File: src/esf_map.vh
// Purpose: Constants of the serial EEPROM slave front end.
// Assumes: Included by every design file of the block.
// Notes:   Timing counts are derived from the 50 MHz reference clock.
`ifndef ESF_MAP_VH
`define ESF_MAP_VH

// Select byte layout
`define ESF_TYPE_MSB   7
`define ESF_TYPE_LSB   4
`define ESF_TYPE_ARRAY 4'ha
`define ESF_CS_MSB     3
`define ESF_CS_LSB     1
`define ESF_RW_BIT     0
`define ESF_RW_READ    1'b1

// Byte phases of a write command
`define ESF_PH_SEL     2'h0
`define ESF_PH_ADDRH   2'h1
`define ESF_PH_ADDRL   2'h2
`define ESF_PH_DATA    2'h3

// Bits per byte on the bus
`define ESF_BITS       4'h8

// Array geometry
`define ESF_ADDR_W     13
`define ESF_DATA_W     8

// Write time and clock rate
`define ESF_TW_US      5000
`define ESF_CLK_MHZ    50
`define ESF_TW_CYC     (`ESF_TW_US * `ESF_CLK_MHZ)

// Buffer depth
`define ESF_FIFO_DEPTH 4

`endif

File: src/esf_front.v
// Purpose: Serial-bus slave front end of a byte-wide nonvolatile memory.
// Assumes: Bus lines sampled synchronously and far slower than i_ref_clk.
// Notes:   Written bytes leave through a 4-word FIFO; reads use i_rd_data.
//
// What this block does
// - Start is data falling while clock stays high.
// - Stop is data rising while clock high; it ends the exchange.
// - Start is watched always, except during the internal write cycle.
// - First byte: type 1010, chip select, direction; MSB first.
// - Select bits b3..b1 must equal the three strap inputs.
// - Floating straps read as zero, giving select value 000.
// - Write-protect high blocks writes to the whole array.
// - Floating write-protect reads low, so writes are allowed.
// - Write-protect high still acks select and address, nacks data.
// - Device acks in ninth slot after each byte it receives, except bad select, or data with write-protect high or FIFO full.
// - Read ending in nack and Stop returns device to standby.
// - Stop right after a data byte's ack slot starts the internal write cycle if a data byte was accepted.
// - Held in reset and standby while power-on reset asserts.
// - Reasserted power-on reset returns device to reset.
// - Address is two bytes, high byte first.
// - Array holds 8192 byte locations.
// - Device is slave only; master drives the clock.
// - Data line driven only low, open drain.
// - Data sampled on clock rise; master changes data while clock low.
// - Mismatching select byte: no ack, bus released, standby.
// - Direction bit one reads, zero writes.
// - Only Stop right after a data byte ack starts a write.
`include "esf_map.vh"

module esf_front #(
  parameter WRITE_CYCLES = `ESF_TW_CYC,
  parameter ADDR_W       = `ESF_ADDR_W,
  parameter FIFO_DEPTH   = `ESF_FIFO_DEPTH
) (
  // Clock, reset, enable
  input  wire                  i_ref_clk,
  input  wire                  i_rstn,
  input  wire                  i_ce,
  // Serial bus pins
  input  wire                  i_scl,
  input  wire                  i_sda_in,
  output reg                   o_sda_out,
  output reg                   o_sda_oe,
  // Straps and protection
  input  wire                  i_chip_select_strap_0,
  input  wire                  i_chip_select_strap_1,
  input  wire                  i_chip_select_strap_2,
  input  wire                  i_write_protect_input,
  // Array read side
  output reg  [ADDR_W-1:0]     o_rd_addr,
  input  wire [7:0]            i_rd_data,
  // Array write side
  output wire                  o_wr_valid,
  output wire [ADDR_W+7:0]     o_wr_word,
  input  wire                  i_wr_ready,
  // Status
  output reg                   o_busy,
  output reg                   o_standby
);

  // One-hot states
  localparam [5:0] S_IDLE = 6'h01;
  localparam [5:0] S_RX   = 6'h02;
  localparam [5:0] S_ACK  = 6'h04;
  localparam [5:0] S_TX   = 6'h08;
  localparam [5:0] S_MACK = 6'h10;
  localparam [5:0] S_WCYC = 6'h20;

  localparam [31:0] WCYC_LAST = WRITE_CYCLES - 1;

  reg  [5:0]        state_ff;
  reg  [5:0]        nxt_state;
  reg               scl_ff;
  reg               sda_ff;
  reg               scl_old_ff;
  reg               sda_old_ff;
  reg  [3:0]        cnt_ff;
  reg  [7:0]        shift_ff;
  reg  [1:0]        phase_ff;
  reg               read_ff;
  reg               ack_ff;
  reg               wr_any_ff;
  reg               after_dack_ff;
  reg               mack_ff;
  reg  [15:0]       addr_ff;
  reg  [31:0]       wcnt_ff;
  reg               push_ff;
  reg  [ADDR_W+7:0] push_word_ff;
  wire              scl_rise;
  wire              scl_fall;
  wire              start_seen;
  wire              stop_seen;
  wire              fifo_in_ready;
  wire [7:0]        byte_now;
  wire [2:0]        straps;

  // Straps in select bit order; pads pull floating straps low
  assign straps = {i_chip_select_strap_2, i_chip_select_strap_1, i_chip_select_strap_0};

  // Select byte matches type pattern and straps
  function sel_match;
    input [7:0] b;
    input [2:0] s;
    begin
      sel_match = (b[`ESF_TYPE_MSB:`ESF_TYPE_LSB] == `ESF_TYPE_ARRAY) &&
                  (b[`ESF_CS_MSB:`ESF_CS_LSB] == s);
    end
  endfunction

  // Bus line sampling; clock samples reset low so a half-seen Start is not taken
  always @(posedge i_ref_clk or negedge i_rstn) begin
    if (!i_rstn) begin
      scl_ff     <= 1'b0;
      sda_ff     <= 1'b1;
      scl_old_ff <= 1'b0;
      sda_old_ff <= 1'b1;
    end else if (i_ce) begin
      scl_ff     <= i_scl;
      sda_ff     <= i_sda_in;
      scl_old_ff <= scl_ff;
      sda_old_ff <= sda_ff;
    end
  end

  // Edge and condition decode
  assign scl_rise   = scl_ff && !scl_old_ff;
  assign scl_fall   = !scl_ff && scl_old_ff;
  assign start_seen = scl_ff && scl_old_ff && sda_old_ff && !sda_ff;
  assign stop_seen  = scl_ff && scl_old_ff && !sda_old_ff && sda_ff;
  assign byte_now   = {shift_ff[6:0], sda_ff};

  // Next state
  always @* begin
    nxt_state = state_ff;
    case (state_ff)
      S_IDLE: begin
        if (start_seen) begin
          nxt_state = S_RX;
        end
      end
      S_WCYC: begin
        if (wcnt_ff == WCYC_LAST) begin
          nxt_state = S_IDLE;
        end
      end
      default: begin
        if (start_seen) begin
          nxt_state = S_RX;
        end else if (stop_seen) begin
          nxt_state = (after_dack_ff && wr_any_ff) ? S_WCYC : S_IDLE;
        end else if (scl_fall) begin
          case (state_ff)
            S_RX: begin
              if (cnt_ff == `ESF_BITS) begin
                nxt_state = S_ACK;
              end
            end
            S_ACK: begin
              if (phase_ff == `ESF_PH_SEL && !ack_ff) begin
                nxt_state = S_IDLE;
              end else if (phase_ff == `ESF_PH_SEL && read_ff) begin
                nxt_state = S_TX;
              end else begin
                nxt_state = S_RX;
              end
            end
            S_TX: begin
              if (cnt_ff == `ESF_BITS) begin
                nxt_state = S_MACK;
              end
            end
            S_MACK: begin
              nxt_state = mack_ff ? S_TX : S_IDLE;
            end
            default: begin
              nxt_state = S_IDLE;
            end
          endcase
        end
      end
    endcase
  end

  // State register; reset holds standby
  always @(posedge i_ref_clk or negedge i_rstn) begin
    if (!i_rstn) begin
      state_ff <= S_IDLE;
    end else if (i_ce) begin
      state_ff <= nxt_state;
    end
  end

  // Bit shifting, byte phases and data line drive
  always @(posedge i_ref_clk or negedge i_rstn) begin
    if (!i_rstn) begin
      cnt_ff        <= 4'h0;
      shift_ff      <= 8'h00;
      phase_ff      <= `ESF_PH_SEL;
      read_ff       <= 1'b0;
      ack_ff        <= 1'b0;
      wr_any_ff     <= 1'b0;
      after_dack_ff <= 1'b0;
      mack_ff       <= 1'b0;
      addr_ff       <= 16'h0000;
      o_sda_out     <= 1'b0;
      o_sda_oe      <= 1'b0;
      push_ff       <= 1'b0;
      push_word_ff  <= {(ADDR_W+8){1'b0}};
    end else if (i_ce) begin
      push_ff   <= 1'b0;
      o_sda_out <= 1'b0;
      if (state_ff == S_WCYC) begin
        o_sda_oe <= 1'b0;
      end else if (start_seen) begin
        cnt_ff        <= 4'h0;
        phase_ff      <= `ESF_PH_SEL;
        wr_any_ff     <= 1'b0;
        after_dack_ff <= 1'b0;
        o_sda_oe      <= 1'b0;
      end else if (stop_seen) begin
        o_sda_oe      <= 1'b0;
        after_dack_ff <= 1'b0;
        wr_any_ff     <= 1'b0;
      end else if (state_ff != S_IDLE) begin
        // Sample on clock rise
        if (scl_rise) begin
          if (state_ff == S_RX && cnt_ff != `ESF_BITS) begin
            shift_ff <= byte_now;
            cnt_ff   <= cnt_ff + 4'h1;
            if (cnt_ff == 4'h7) begin
              case (phase_ff)
                `ESF_PH_SEL: begin
                  ack_ff  <= sel_match(byte_now, straps);
                  read_ff <= (byte_now[`ESF_RW_BIT] == `ESF_RW_READ);
                end
                `ESF_PH_DATA: begin
                  ack_ff <= !i_write_protect_input && fifo_in_ready;
                end
                default: begin
                  ack_ff <= 1'b1;
                end
              endcase
            end
          end
          if (state_ff == S_MACK) begin
            mack_ff <= !sda_ff;
          end
        end
        // Drive on clock fall
        if (scl_fall) begin
          after_dack_ff <= 1'b0;
          case (state_ff)
            S_RX: begin
              if (cnt_ff == `ESF_BITS) begin
                o_sda_oe <= ack_ff;
              end
            end
            S_ACK: begin
              o_sda_oe <= 1'b0;
              cnt_ff   <= 4'h0;
              case (phase_ff)
                `ESF_PH_SEL: begin
                  if (ack_ff) begin
                    phase_ff <= `ESF_PH_ADDRH;
                    if (read_ff) begin
                      shift_ff <= {i_rd_data[6:0], 1'b0};
                      o_sda_oe <= !i_rd_data[7];
                      cnt_ff   <= 4'h1;
                    end
                  end
                end
                `ESF_PH_ADDRH: begin
                  addr_ff[15:8] <= shift_ff;
                  phase_ff      <= `ESF_PH_ADDRL;
                end
                `ESF_PH_ADDRL: begin
                  addr_ff[7:0] <= shift_ff;
                  phase_ff     <= `ESF_PH_DATA;
                end
                default: begin
                  after_dack_ff <= 1'b1;
                  if (ack_ff) begin
                    push_ff      <= 1'b1;
                    push_word_ff <= {addr_ff[ADDR_W-1:0], shift_ff};
                    addr_ff      <= addr_ff + 16'h0001;
                    wr_any_ff    <= 1'b1;
                  end
                end
              endcase
            end
            S_TX: begin
              if (cnt_ff == `ESF_BITS) begin
                o_sda_oe <= 1'b0;
                addr_ff  <= addr_ff + 16'h0001;
              end else begin
                o_sda_oe <= !shift_ff[7];
                shift_ff <= {shift_ff[6:0], 1'b0};
                cnt_ff   <= cnt_ff + 4'h1;
              end
            end
            S_MACK: begin
              if (mack_ff) begin
                shift_ff <= {i_rd_data[6:0], 1'b0};
                o_sda_oe <= !i_rd_data[7];
                cnt_ff   <= 4'h1;
              end else begin
                o_sda_oe <= 1'b0;
              end
            end
            default: begin
              o_sda_oe <= 1'b0;
            end
          endcase
        end
      end
    end
  end

  // Write cycle timer
  always @(posedge i_ref_clk or negedge i_rstn) begin
    if (!i_rstn) begin
      wcnt_ff <= 32'h00000000;
    end else if (i_ce) begin
      if (state_ff == S_WCYC) begin
        wcnt_ff <= wcnt_ff + 32'h00000001;
      end else begin
        wcnt_ff <= 32'h00000000;
      end
    end
  end

  // Status and read address outputs
  always @(posedge i_ref_clk or negedge i_rstn) begin
    if (!i_rstn) begin
      o_busy    <= 1'b0;
      o_standby <= 1'b1;
      o_rd_addr <= {ADDR_W{1'b0}};
    end else if (i_ce) begin
      o_busy    <= (nxt_state == S_WCYC);
      o_standby <= (nxt_state == S_IDLE);
      o_rd_addr <= addr_ff[ADDR_W-1:0];
    end
  end

  // Written bytes wait here for the array port
  esf_fifo #(
    .WIDTH (ADDR_W + 8),
    .DEPTH (FIFO_DEPTH),
    .AW    (2)
  ) u_fifo (
    .i_ref_clk   (i_ref_clk),
    .i_rstn      (i_rstn),
    .i_ce        (i_ce),
    .i_in_valid  (push_ff),
    .i_in_data   (push_word_ff),
    .o_in_ready  (fifo_in_ready),
    .o_out_valid (o_wr_valid),
    .o_out_data  (o_wr_word),
    .i_out_ready (i_wr_ready),
    .o_full      (),
    .o_empty     ()
  );

endmodule

File: src/esf_fifo.v
// Purpose: Small FIFO between byte capture and the array write port.
// Assumes: Single clock; push only while o_in_ready is high.
// Notes:   Read data leave through an output register.
`include "esf_map.vh"

module esf_fifo #(
  parameter WIDTH = 21,
  parameter DEPTH = `ESF_FIFO_DEPTH,
  parameter AW    = 2
) (
  // Clock, reset, enable
  input  wire             i_ref_clk,
  input  wire             i_rstn,
  input  wire             i_ce,
  // Fill side
  input  wire             i_in_valid,
  input  wire [WIDTH-1:0] i_in_data,
  output wire             o_in_ready,
  // Drain side
  output reg              o_out_valid,
  output reg  [WIDTH-1:0] o_out_data,
  input  wire             i_out_ready,
  // Status
  output wire             o_full,
  output wire             o_empty
);

  reg [WIDTH-1:0] mem_ff [0:DEPTH-1];
  reg [AW-1:0]    wptr_ff;
  reg [AW-1:0]    rptr_ff;
  reg [AW:0]      count_ff;
  wire            push;
  wire            pop;

  // Storage occupancy and handshakes
  assign o_full     = ((count_ff + {{AW{1'b0}}, o_out_valid}) == DEPTH[AW:0]); // Output register holds a word too
  assign o_empty    = (count_ff == {(AW+1){1'b0}}) && !o_out_valid;
  assign o_in_ready = !o_full;
  assign push       = i_in_valid && !o_full;
  assign pop        = (count_ff != {(AW+1){1'b0}}) && (!o_out_valid || i_out_ready);

  // Storage write
  always @(posedge i_ref_clk) begin
    if (i_ce && push) begin
      mem_ff[wptr_ff] <= i_in_data;
    end
  end

  // Pointers, count and output register
  always @(posedge i_ref_clk or negedge i_rstn) begin
    if (!i_rstn) begin
      wptr_ff     <= {AW{1'b0}};
      rptr_ff     <= {AW{1'b0}};
      count_ff    <= {(AW+1){1'b0}};
      o_out_valid <= 1'b0;
      o_out_data  <= {WIDTH{1'b0}};
    end else if (i_ce) begin
      if (push) begin
        wptr_ff <= (wptr_ff == DEPTH[AW-1:0] - 1'b1) ? {AW{1'b0}} : wptr_ff + 1'b1;
      end
      if (pop) begin
        rptr_ff    <= (rptr_ff == DEPTH[AW-1:0] - 1'b1) ? {AW{1'b0}} : rptr_ff + 1'b1;
        o_out_data <= mem_ff[rptr_ff];
      end
      if (push && !pop) begin
        count_ff <= count_ff + 1'b1;
      end else if (pop && !push) begin
        count_ff <= count_ff - 1'b1;
      end
      if (pop) begin
        o_out_valid <= 1'b1;
      end else if (i_out_ready) begin
        o_out_valid <= 1'b0;
      end
    end
  end

endmodule

File: config.mk
export PLATFORM = sky130hd
export DESIGN_NAME = esf_front
export DESIGN_NICKNAME = d
export VERILOG_FILES = /design/src/esf_front.v /design/src/esf_fifo.v
export VERILOG_INCLUDE_DIRS = /design/src
export SDC_FILE = /design/constraint.sdc
export NUM_CORES = 1
export LEC_CHECK = 0
export BUFFER_PORTS_ARGS = -buffer_cell sky130_fd_sc_hd__buf_2
export CORE_MARGIN = 4
export CORE_UTILIZATION = 49
export DETAILED_ROUTE_END_ITERATION = 8
export GPL_ROUTABILITY_DRIVEN = 0
export PLACE_DENSITY = 0.77
export SYNTH_ARGS = -nofsm -noshare
export SYNTH_HDL_FRONTEND = slang
export SYNTH_SLANG_ARGS = --single-unit
File: constraint.sdc
create_clock -name i_ref_clk -period 3.65 [get_ports i_ref_clk]
set_clock_uncertainty 0.1 [all_clocks]
set_input_delay 0.73 -clock i_ref_clk [delete_from_list [all_inputs] [get_ports i_ref_clk]]
set_output_delay 0.73 -clock i_ref_clk [all_outputs]
set_load 0.05 [all_outputs]
==> impl_metrics.tcl <==
set metrics [dict create \
    nets 930 \
    p_int_mw 4.02 \
    timing.final.crit_share 0.735 \
    cp.required_ns 3.98 \
    cts.sinks 225 \
    critPathKind "reg -> reg" \
    synthArstFlopShare 0.627 \
    clock_power_share 0.437 \
    p_comb_frac 0.051 \
    dpl.cell_count 1145 \
    r2r_start "state_ff[3]" \
    finalSetupViolations 0 \
    hold_buffers 0 \
    worstSetupEndpointType "flop" \
    place_hpwl_microns 14700 \
    fin_area_sq_um 11800 \
    p_sw_mw 1.20 \
    post-route-min-period_ns 2.68 \
    drc 0 \
    sequentialPowerShare 0.512 \
    io_buffers 55 \
    hold_violations 0 \
    slew_headroom 0.320 \
    synthSimpleGateAreaFrac 0.128 \
    yosys_register_bits 225 \
    die_area_sq_um 23900 \
    post_cts_resized 0 \
    antennaDiodeCount 0 \
    syn-instance-count 842 \
    place_area_sq_um 11100 \
    cts_tree "yes" \
    netlist-cell-type-count 71 \
    cp-startpoint "state_ff[3]" \
    wl_microns 21800 \
    vias_per_cell 5.83 \
    status "finished clean" \
    wl_per_cell_microns 18.4 \
    synthXorXnorAreaFrac 0.0233 \
    fmax_mhz 373 \
    holdCritPathClass "in -> async" \
    fin_util 0.560 \
    post-place-ws_ns 0.990 \
    area_delta_synth_final_pct 12.4 \
    die_w_microns 154 \
    drtAntennaViolNets 0 \
    row_count 53 \
    first_pass_iters 5 \
    power.density_nw_per_um2 442 \
    ff_latch_area_sq_um 6060 \
    fin_tns_setup_ns 0 \
    grt_pass1_wl_microns 36000 \
    peakVddDrop_mv 0.312 \
    rsz0062_at_grt "no" \
    postCtsSetupRepairBufs 0 \
    core_area_sq_um 21100 \
    timing.critical_path.fanout_max 15 \
    p_leak_nw 5.13 \
    cp.arrival_ns 3.02 \
    synth_compound_area_frac 0.0982 \
    synth_flop_cell "dfrtp_1" \
    synth_top_family_by_area "simple AND/OR/NAND/NOR gates" \
    clkTransAtPathRegs_ns 0.06 \
    drv_cap 0 \
    fin_ws_ns 0.967 \
    layout-drive-gt1-share 0.237 \
    cts_root_buf "clkbuf_16" \
    antenna_found_initial 0 \
    vias 6922 \
    synth-edff-count 84 \
    tightest_slew_ns 1.02 \
    finalMaxSlewViolations 0 \
    post_synth.cell_area_avg_sq_um 12.5 \
    cts_buffers 23 \
    fillers 1673 \
    grt_max_degree 79 \
    fp.dieH_microns 154 \
    netSwitchingFraction 0.229 \
    synth_mux_area_frac 0.125 \
    seq_area_frac_synth 0.576 \
    synth_nets 877 \
    htree_num_levels 1 \
    clk_latency_ns 0.52 \
    drt_iter0_markers 719 \
    overflow 0 \
    ys_warn_count 0 \
    ioPinCount 57 \
    start_util 0.498 \
    grt_pass1_vias 6767 \
    grt_usage 0.184 \
    cts_buffer_depth 3 \
    syn_area_sq_um 10500 \
    fin_cells 1187 \
    crit_path_start_kind "flop" \
    multiInputGateArea_sq_um 4160 \
    yosys.area_share.adder 0.0210 \
]
layout by cell type (no fill, tap or decap), types with 7 or more instances in the layout:
master       n
mux2_2      44
nor2_1      44
buf_2       54
clkbuf_16   23
dfrtp_1    137
a31oi_1      7
a21oi_1     29
clkinv_2     7
nor3_1       7
nor4_1      12
xor2_1       7
buf_4       20
or3_1        7
inv_1       21
o21ai_0     38
nand4_1     19
and2_1      11
o211ai_1    13
nand3_1     33
xnor2_1     21
nand2_1     78
edfxtp_1    84
ha_1        16
and3_1       7
mux2_4      18
mux4_2      21
a22oi_1      8
mux2i_1      7
metrics by stage:
stage / hold WS (ns) / total power [mW]
finish: 0.122 / 5.22
global route: 0.199 / 5.40
CTS: 0.177 / 5.26
detailed placement: 0.374 / 2.98
global placement: 0.375 / 2.98
floorplan: 0.334 / 2.89
synth_stat cells, drive strengths merged, types with 7 or more instances:
library cell,instances,area (sq um)
a211oi,7,67.6
and2,11,68.8
clkbuf,30,113
o21ai,39,195
or3,7,43.8
nor2,45,171
xor2,7,61.3
nand3,33,165
a22oi,8,60.1
edfxtp,84,2520
and3,7,43.8
ha,16,200
xnor2,21,184
inv,21,78.8
nor3,8,45.0
mux2i,7,70.1
nor4,13,87.6
mux4,21,473
dfrtp,137,3430
a21oi,30,150
mux2,62,766
o211ai,13,97.6
buf,17,104
a31oi,7,43.8
nand4,19,119
nand2,78,293
power by group through the flow:
stage	combinational, mW	clock (mW)	sequential [mW]
finish	0.268	2.28	2.67
floorplan	0.175	0	2.71
CTS	0.268	2.32	2.67
global placement	0.263	0	2.72
global route	0.294	2.44	2.67
detailed placement	0.266	0	2.72
state kept, by name (all words and copies together) (netlist names), 2 cells and up:
register	count
addr_ff	13
u_fifo.o_out_data	21
cnt_ff	4
u_fifo.mem_ff	84
push_word_ff	21
u_fifo.wptr_ff	2
u_fifo.rptr_ff	2
u_fifo.count_ff	3
wcnt_ff	32
o_rd_addr	13
phase_ff	2
shift_ff	8
state_ff	6
worst max-delay path, stage by stage, from the launching register on:
cell       delay (ns)
dfrtp_1          0.63
nor2b_1          0.45
nand3_1          0.35
a211oi_2         0.63
a21boi_0         0.24
a2bb2oi_1        0.20
area by class of cell:
class | count | area share
flip-flops and latches | 225 | 0.513
multi-input cells | 549 | 0.353
clock buffers | 30 | 0.0535
repair buffers | 75 | 0.0366
well taps | 275 | 0.0291
clock inverters | 12 | 0.00879
inverters | 21 | 0.00668
cell families (layout without fill, tap and decap cells):
kind of cell,after synthesis,in the layout
AOI/OAI and AO/OA,152,152
xor gates and xnor gates,28,28
adders and majority gates,17,17
buffers and inverters,68,138
DFF,225,225
muxes,90,90
other,1,1
and+or+nand+nor,261,261
metal layers:
layer / vias up / GRT usage / wire length (microns)
li1: 3254 / - / -
met1: 3410 / 0.251 / 9470
met2: 221 / 0.308 / 10600
met3: 37 / 0.0316 / 1250
met4: 0 / 0.0458 / 446
met5: - / 0 / 0
worst paths after layout:
path | endpoint | slack (ns) | depth (start not counted)
max | addr_ff[10] | 0.97 | 5
min | u_fifo.o_out_data[7] | 0.12 | 1
max reg2reg | addr_ff[10] | 0.97 | 5
min reg2reg | push_ff | 0.39 | 1
max in group asynchronous | state_ff[0] | 2.40 | 2
min in group i_ref_clk | sda_ff | 0.36 | 2
Note: power is estimated with default switching activity, not from simulation.
